$ cat src/rtl/acg_regs.svh
`ifndef ACG_REGS_SVH
`define ACG_REGS_SVH

// register byte addresses
`define ACG_ADDR_CLOCK 8'h00
`define ACG_ADDR_GAIN_LOW 8'h04

// clock configuration fields
`define ACG_POWER_LSB 0
`define ACG_POWER_MSB 1
`define ACG_RATIO_LSB 2
`define ACG_RATIO_MSB 4
`define ACG_CLK_RSVD_BIT 5
`define ACG_CLOCK_RESET 6'h0e

// gain register fields, channel n at bits 4n+2:4n, reserved at 4n+3
`define ACG_GAIN_STRIDE 4
`define ACG_GAIN_RESET 16'h0000

// oversampling ratio values
`define ACG_RATIO_BASE 15'h0080
`define ACG_RATIO_TOP_CODE 3'h7
`define ACG_RATIO_TOP 15'h3f80

// unity gain factor
`define ACG_GAIN_UNITY 8'h01

`endif

$ cat src/rtl/acg_pkg.sv
package acg_pkg;

    typedef enum logic [1:0] {
        ACG_POWER_VERY_LOW,
        ACG_POWER_LOW,
        ACG_POWER_HIGH_RES
    } acg_power_t;

    typedef logic [2:0] acg_gain_code_t;

endpackage

$ cat src/rtl/acg_config_regs.sv
`include "acg_regs.svh"

// Behaviour
// - oversampling code bits 4:2, reset 011b
// - power code bits 1:0, reset 10b
// - gain register at 4h, reset 0000h
// - channel 3 gain code bits 14:12
// - channel 2 gain code bits 10:8
// - channel 1 gain code bits 6:4
// - channel 0 gain code bits 2:0
module acg_config_regs
    import acg_pkg::*;
#(
    parameter int ADDR_W = 8,
    parameter int GAIN_W = 8
) (
    // clock and reset
    input wire logic clk_sys,
    input wire logic sys_rst,
    // avalon-mm slave
    input wire logic [ADDR_W-1:0] avs_address,
    input wire logic avs_read,
    input wire logic avs_write,
    input wire logic [31:0] avs_writedata,
    input wire logic [3:0] avs_byteenable,
    output logic [31:0] avs_readdata,
    output logic avs_waitrequest,
    // modulator settings
    output logic [2:0] oversampling_ratio_sel,
    output logic [14:0] oversampling_ratio,
    output logic [1:0] power_mode_sel,
    output acg_power_t power_mode,
    // amplifier gain codes
    output acg_gain_code_t amp_gain_ch0,
    output acg_gain_code_t amp_gain_ch1,
    output acg_gain_code_t amp_gain_ch2,
    output acg_gain_code_t amp_gain_ch3,
    // amplifier gain factors
    output logic [GAIN_W-1:0] amp_gain_ch0_factor,
    output logic [GAIN_W-1:0] amp_gain_ch1_factor,
    output logic [GAIN_W-1:0] amp_gain_ch2_factor,
    output logic [GAIN_W-1:0] amp_gain_ch3_factor
);

    localparam int NUM_CH = 4;

    logic [5:0] clock_cfg_reg;
    logic [15:0] gain_low_reg;
    logic [31:0] readdata_next;
    logic req;
    logic accept;
    logic wr_clock;
    logic wr_gain;
    logic [GAIN_W-1:0] gain_factor [NUM_CH];

    function automatic logic [14:0] ratio_decode(input logic [2:0] code);
        if (code == `ACG_RATIO_TOP_CODE) begin
            ratio_decode = `ACG_RATIO_TOP;
        end else begin
            ratio_decode = `ACG_RATIO_BASE << code;
        end
    endfunction

    function automatic acg_power_t power_decode(input logic [1:0] code);
        unique case (code)
            2'h0: power_decode = ACG_POWER_VERY_LOW;
            2'h1: power_decode = ACG_POWER_LOW;
            2'h2, 2'h3: power_decode = ACG_POWER_HIGH_RES;
        endcase
    endfunction

    function automatic acg_gain_code_t gain_field(input logic [15:0] r, input int ch);
        gain_field = r[ch*`ACG_GAIN_STRIDE +: 3];
    endfunction

    // bus handshake: one wait cycle, then the access completes
    assign req = avs_read || avs_write;
    assign accept = req && !avs_waitrequest;
    assign wr_clock = accept && avs_write && (avs_address == ADDR_W'(`ACG_ADDR_CLOCK));
    assign wr_gain = accept && avs_write && (avs_address == ADDR_W'(`ACG_ADDR_GAIN_LOW));

    always_ff @(posedge clk_sys) begin
        if (sys_rst) begin
            avs_waitrequest <= 1'b1;
        end else if (req && avs_waitrequest) begin
            avs_waitrequest <= 1'b0;
        end else begin
            avs_waitrequest <= 1'b1;
        end
    end

    // read mux, unmapped addresses read zero
    always_comb begin
        readdata_next = 32'h0000_0000;
        if (avs_address == ADDR_W'(`ACG_ADDR_CLOCK)) begin
            readdata_next = {26'h000_0000, clock_cfg_reg};
        end else if (avs_address == ADDR_W'(`ACG_ADDR_GAIN_LOW)) begin
            readdata_next = {16'h0000, gain_low_reg};
        end
    end

    always_ff @(posedge clk_sys) begin
        if (sys_rst) begin
            avs_readdata <= 32'h0000_0000;
        end else if (avs_read && avs_waitrequest) begin
            avs_readdata <= readdata_next;
        end
    end

    // clock configuration; reserved bit stored as written
    always_ff @(posedge clk_sys) begin
        if (sys_rst) begin
            clock_cfg_reg <= `ACG_CLOCK_RESET;
        end else if (wr_clock && avs_byteenable[0]) begin
            clock_cfg_reg <= avs_writedata[5:0];
        end
    end

    // gain register, byte lanes honoured
    always_ff @(posedge clk_sys) begin
        if (sys_rst) begin
            gain_low_reg <= `ACG_GAIN_RESET;
        end else if (wr_gain) begin
            if (avs_byteenable[0]) begin
                gain_low_reg[7:0] <= avs_writedata[7:0];
            end
            if (avs_byteenable[1]) begin
                gain_low_reg[15:8] <= avs_writedata[15:8];
            end
        end
    end

    assign oversampling_ratio_sel = clock_cfg_reg[`ACG_RATIO_MSB:`ACG_RATIO_LSB];
    assign power_mode_sel = clock_cfg_reg[`ACG_POWER_MSB:`ACG_POWER_LSB];

    // decoded modulator settings, one cycle behind the codes
    always_ff @(posedge clk_sys) begin
        if (sys_rst) begin
            oversampling_ratio <= ratio_decode(3'(`ACG_CLOCK_RESET >> `ACG_RATIO_LSB));
        end else begin
            oversampling_ratio <= ratio_decode(oversampling_ratio_sel);
        end
    end

    always_ff @(posedge clk_sys) begin
        if (sys_rst) begin
            power_mode <= ACG_POWER_HIGH_RES;
        end else begin
            power_mode <= power_decode(power_mode_sel);
        end
    end

    assign amp_gain_ch0 = gain_low_reg[2:0];
    assign amp_gain_ch1 = gain_low_reg[6:4];
    assign amp_gain_ch2 = gain_low_reg[10:8];
    assign amp_gain_ch3 = gain_low_reg[14:12];

    // one decoder per channel, each fed only its own field
    for (genvar ch = 0; ch < NUM_CH; ch++) begin : g_gain
        acg_gain_decode #(
            .GAIN_W(GAIN_W)
        ) u_dec (
            .clk_sys(clk_sys),
            .sys_rst(sys_rst),
            .gain_code(gain_field(gain_low_reg, ch)),
            .gain_factor(gain_factor[ch])
        );
    end

    assign amp_gain_ch0_factor = gain_factor[0];
    assign amp_gain_ch1_factor = gain_factor[1];
    assign amp_gain_ch2_factor = gain_factor[2];
    assign amp_gain_ch3_factor = gain_factor[3];
endmodule

$ cat src/rtl/acg_gain_decode.sv
`include "acg_regs.svh"

module acg_gain_decode
    import acg_pkg::*;
#(
    parameter int GAIN_W = 8
) (
    // clock and reset
    input wire logic clk_sys,
    input wire logic sys_rst,
    // gain code in, factor out
    input wire acg_gain_code_t gain_code,
    output logic [GAIN_W-1:0] gain_factor
);

    // factor is two to the power of the code
    always_ff @(posedge clk_sys) begin
        if (sys_rst) begin
            gain_factor <= GAIN_W'(`ACG_GAIN_UNITY);
        end else begin
            gain_factor <= GAIN_W'(`ACG_GAIN_UNITY) << gain_code;
        end
    end

endmodule

$ cat config.mk
export PLATFORM = sky130hd
export DESIGN_NAME = acg_config_regs
export DESIGN_NICKNAME = d
export VERILOG_FILES = /design/src/rtl/acg_pkg.sv /design/src/rtl/acg_config_regs.sv /design/src/rtl/acg_gain_decode.sv
export VERILOG_INCLUDE_DIRS = /design/src /design/src/rtl
export SDC_FILE = /design/constraint.sdc
export NUM_CORES = 1
export LEC_CHECK = 0
export ABC_AREA = 1
export BUFFER_PORTS_ARGS = -buffer_cell sky130_fd_sc_hd__buf_4
export CAP_MARGIN = 20
export CORE_MARGIN = 10
export CORE_UTILIZATION = 51
export CTS_CLUSTER_DIAMETER = 40
export DETAILED_ROUTE_END_ITERATION = 10
export PLACE_DENSITY_LB_ADDON = 0.12
export SYNTH_ARGS = -nofsm -noshare
export SYNTH_HDL_FRONTEND = slang
export SYNTH_HIERARCHICAL = 1
export SYNTH_SLANG_ARGS = --single-unit
$ cat constraint.sdc
create_clock -name clk_sys -period 3.25 [get_ports clk_sys]
set_input_delay 0.65 -clock clk_sys [delete_from_list [all_inputs] [get_ports clk_sys]]
set_output_delay 0.65 -clock clk_sys [all_outputs]
set_load 0.01 [all_outputs]
Yosys cells after proc, flatten, opt, wreduce, memory -nomap -nowiden --
Index checks and enable logic that the tools add are counted.
Operators by class: add/sub/neg operators 0, $mul 0, div/mod/pow operators 0, magnitude comparators 0, equal/unequal tests 5, shift-type cells 5, multiplexer cells 5, bitwise operators 0, reduce and logical (&&, ||, !) cells 15
Operators by type and width (number):
- 16-bit 2-to-1 mux | 2
- 1-bit by 3-bit << shifter with 8-bit output (first input constant) | 4
- 8-bit by 3-bit << shifter with 15-bit output (first input constant) | 1
- 14-bit 2-to-1 mux | 1
- 8-bit by 3-bit equality test with 1-bit output (second input constant) | 1
- 8-bit zero test | 1
- 1-bit logical AND | 7
- 2-bit case mux with 3 select lines | 1
- 2-bit equality test (second input constant) | 2
- 2-bit AND reduction | 2
- 2-bit OR reduction | 2
- 3-bit equality test (second input constant) | 1
- 2-bit by 1-bit equality test with 1-bit output (second input constant) | 1
- 2-bit zero test | 1
- 1-bit zero test | 1
- 1-bit logical OR | 1
- 1-bit 2-to-1 mux | 1
Word-level totals: register bits after elaboration 104, bits in latches 0, RAM bits 0, bits in read-only memories 0, input bits 48, output and inout bits 99, logic and storage cells 42, memories 0

Depth between registers and ports, before layout --
depth in word-level cells 5, gate-level depth with buffers 7, gate-level depth less buffers 7

Hierarchy --
The synthesis kept the hierarchy.
Modules (own cells, without submodules):
- acg_config_regs | instances 1, cells an instance 329, area each 2418.6 µm², seq. area each 980.9 µm²
- acg_gain_decode | instances 4, cells an instance 28, area each 237.7 µm², seq. area each 160.2 µm²

Least setup slack after synthesis --
Ideal clock, no wire load.
path kind in2reg, start point input port avs_address[7], end point register avs_readdata[12], arrival time 1.407 ns, data required time 3.184 ns, setup slack 1.776 ns, cell stages on the path 7, path buffers 2, path through nor2_1 > nand2_2 > nor2_2 > buf_6 > buf_12 > nand2_2 > a21oi_2
On the way: longest elaborated chain between the ends 3
RTL lines:
- from (decl) | line acg_config_regs.sv:21 | input wire logic [ADDR_W-1:0] avs_address,
- 8-bit by 3-bit equality test with 1-bit output | line acg_config_regs.sv:97 | end else if (avs_address == ADDR_W'(`ACG_ADDR_GAIN_LOW)) begin
- 16-bit 2-to-1 mux | line acg_config_regs.sv:97
- 16-bit 2-to-1 mux * | line acg_config_regs.sv:95 | if (avs_address == ADDR_W'(`ACG_ADDR_CLOCK)) begin
- to (signal assigned) | line acg_config_regs.sv:106 | avs_readdata <= readdata_next;
- to (decl) | line acg_config_regs.sv:26 | output logic [31:0] avs_readdata,
Every way passes the cells marked *; elsewhere a longest branch is shown, timed or not. A chain may end at the register's enable or synchronous reset.

Worst setup path in the final report --
start point input port avs_address[1], end point register gain_low_reg[10]
On the way: longest elaborated chain between the ends 3
RTL lines:
- 8-bit by 3-bit equality test with 1-bit output | line acg_config_regs.sv:80 | assign wr_gain = accept && avs_write && (avs_address == ADDR_W'(`ACG_ADDR_GAIN_LOW));
- 1-bit logical AND | line acg_config_regs.sv:80
- 2-bit AND reduction (no line)
- to (signal assigned) | line acg_config_regs.sv:122 | gain_low_reg <= `ACG_GAIN_RESET;
- to (signal assigned) | line acg_config_regs.sv:128 | gain_low_reg[15:8] <= avs_writedata[15:8];
- to (decl) | line acg_config_regs.sv:48 | logic [15:0] gain_low_reg;
Every way passes these cells.

==> flow_summary.toml <==
[run_status]
status = "completed"

[flow_run]
max-cap-violations = 0

[die]
placementRows = 29
dieArea_mm2 = 0.0103
start_util = 0.528
floorplan.die.width_um = 101
io_pins = 147
core_area_mm2 = 0.00639
die-height_um = 101

[global_routing]
grt_pass1_wl_um = 12500
grt_max_degree = 39
grtUsageTotal = 0.149
antenna_found_initial = 0
grt_pass1_vias = 2664
grt_overflow = 0

[sta]
setup_violations = 0
fin_crit_ns = 1.83
fin_hold_ws_ns = 0.461
rsz0062_at_grt = "false"
relSlewSlack = 0.322
max_freq_mhz = 546
post-route-period-util = 0.563
clock_skew_ns = 0.0103
finalMaxSlewViolations = 0
tns_ns = 0
final-hold-violation-count = 0
tightest_slew_ns = 1.02

[yosys]
syn_inst = 441
syn-cell-area_mm2 = 0.00337
synth-seq-cells = 81
synth_cell_types = 22
ys_warn_count = 6
ys_seq_area_frac = 0.481
synth_area_per_cell_um2 = 7.64

[cts]
clock-sinks = 81
clock_path_buffers = 2
ctsHoldBuffers = 0
cts_buffers = 9
post-cts-setup-buffers = 0
ctsHtreeMaxLevel = 3
clockRootBuffer = "clkbuf_8"
cts_tree = "built"
clk_latency_ns = 0.34
cts-resized-gates = 0
clkTransAtPathRegs_ns = 0.07

[place]
io_buffers = 105
dp.final_hpwl_um = 5790
place.gp.congestion = 0.797

[critical_path]
r2r-end = "avs_readdata[7]$_SDFFE_PP0P_"
crit_slowest_cell = "nor2_4"
critPathKind = "in2reg"
crit_fanout = 38
arrival_ns = 2.06
crit_buf_inv = 1
r2r_setup_slack_ns = 1.61
cp-start-kind = "input port"
crit_family = "simple AND/OR/NAND/NOR gates"
cp.required_ns = 3.48
r2r.worst_path.cells = 4
cp_cell_sequence = "buf_4, nor2_1, nand3_1, nor2_4, nand3_1, nand2_1, nor2_1"
timing.rr.start = "avs_waitrequest$_SDFF_PP1_"
slowest_delay_ns = 0.72
worst_setup_path_end_kind = "flop"

[route]
vias = 2788
viasPerCell = 4.58
final_antenna_net_count = 0
drc = 0
wl_per_cell_um = 12.7
drt_iter0_markers = 72
dr.pass1.iters = 5
wirelength_um = 7740

[cells_and_area]
nNetsFinal = 576
layout-drive-gt1-share = 0.289
area_growth_pct = 22.8
n_antenna_cell = 0
largest_reg_flops = 32

[pwr]
power.density_mw_per_mm2 = 439
power.leakage_uw = 0.00206
p_total_uw = 1820
peakVddDrop_uv = 291

[worst_hold_path]
worstHoldStart = "avs_waitrequest$_SDFF_PP1_"
hold_class = "reg2reg"
hold-path-cell-count = 1
holdPathEnd = "avs_waitrequest$_SDFF_PP1_"
## placed cells by master (no fill, tap or decap), drive strengths merged
cell type | Yosys | routed
a21oi | 28 | 28
buf | 50 | 107
clkbuf | 4 | 13
clkinv | 0 | 2
conb | 1 | 24
dfxtp | 81 | 81
inv | 56 | 56
nand2 | 90 | 90
nand3 | 37 | 37
nor2 | 82 | 82
o211ai | 1 | 1
o21ai | 10 | 10
or2 | 1 | 1
## layer usage
| layer | GRT usage | wire (um) | vias to the layer above |
|---|---|---|---|
| met3 | 0.0572 | 653 | 12 |
| li1 | - | - | 1449 |
| met2 | 0.241 | 3630 | 92 |
| met5 | 0 | 0 | - |
| met1 | 0.171 | 3310 | 1235 |
| met4 | 0.0643 | 140 | 0 |
## worst register-to-register path, delay by kind of cell, from the launching register on
family	cells	cell delay [ns]
and+or+nand+nor	1	0.07
buffers and inverters	1	0.73
DFF	1	0.39
AOI/OAI and AO/OA	2	0.38
## logic make-up (layout without fill, tap and decap cells)
kind of cell,after synthesis,after routing,synth area share
AND/OR/NAND/NOR,210,210,0.268
other,1,24,0.00111
buffers and inverters,110,178,0.179
AO/OA/AOI/OAI,39,39,0.0698
flip-flops,81,81,0.481
## Yosys cell counts (all sizes together)
master / number / area (um^2)
nand2: 90 / 373
nor2: 82 / 340
dfxtp: 81 / 1620
inv: 56 / 210
buf: 50 / 379
nand3: 37 / 185
a21oi: 28 / 178
o21ai: 10 / 50.1
clkbuf: 4 / 15.0
conb: 1 / 3.75
o211ai: 1 / 7.51
or2: 1 / 6.26
## layout make-up
| class | count | area [um^2] |
|---|---|---|
| repair buffers | 107 | 803 |
| clock buffers | 13 | 159 |
| multi-input cells | 273 | 1230 |
| inverters | 56 | 210 |
| fillers | 595 | 2250 |
| flip-flops and latches | 81 | 1620 |
| clock inverters | 2 | 13.8 |
| well taps | 77 | 96.3 |
## metrics by stage
stage / setup WS [ns] / util / instance area [um^2] / cells
finish: 1.42 / 0.648 / 4140 / 609
global route: 1.22 / 0.648 / 4140 / 609
CTS: 1.43 / 0.648 / 4140 / 609
detailed placement: 1.07 / 0.621 / 3970 / 594
global placement: 1.09 / 0.621 / 3970 / 594
floorplan: 1.78 / - / 3460 / 464
## worst max-delay path by stage
stage / from / to / slack, ns / cells past startpoint
finish: avs_address[1] / gain_low_reg[10]$_SDFFE_PP0P_ / 1.42 / 7
detailed placement: avs_address[1] / gain_low_reg[3]$_SDFFE_PP0P_ / 1.07 / 7
CTS: avs_address[1] / gain_low_reg[13]$_SDFFE_PP0P_ / 1.43 / 7
global route: avs_address[7] / gain_low_reg[6]$_SDFFE_PP0P_ / 1.22 / 7
global placement: avs_address[1] / gain_low_reg[6]$_SDFFE_PP0P_ / 1.09 / 7
floorplan: avs_address[7] / avs_readdata[12]$_SDFFE_PP0P_ / 1.78 / 7
## power breakdown
part / switching [uW] / internal, uW
Combinational: 86.4 / 61.7
Sequential: 8.13 / 1010
Clock: 336 / 316
Total: 431 / 1380
Power figures use the tool's default switching activity.
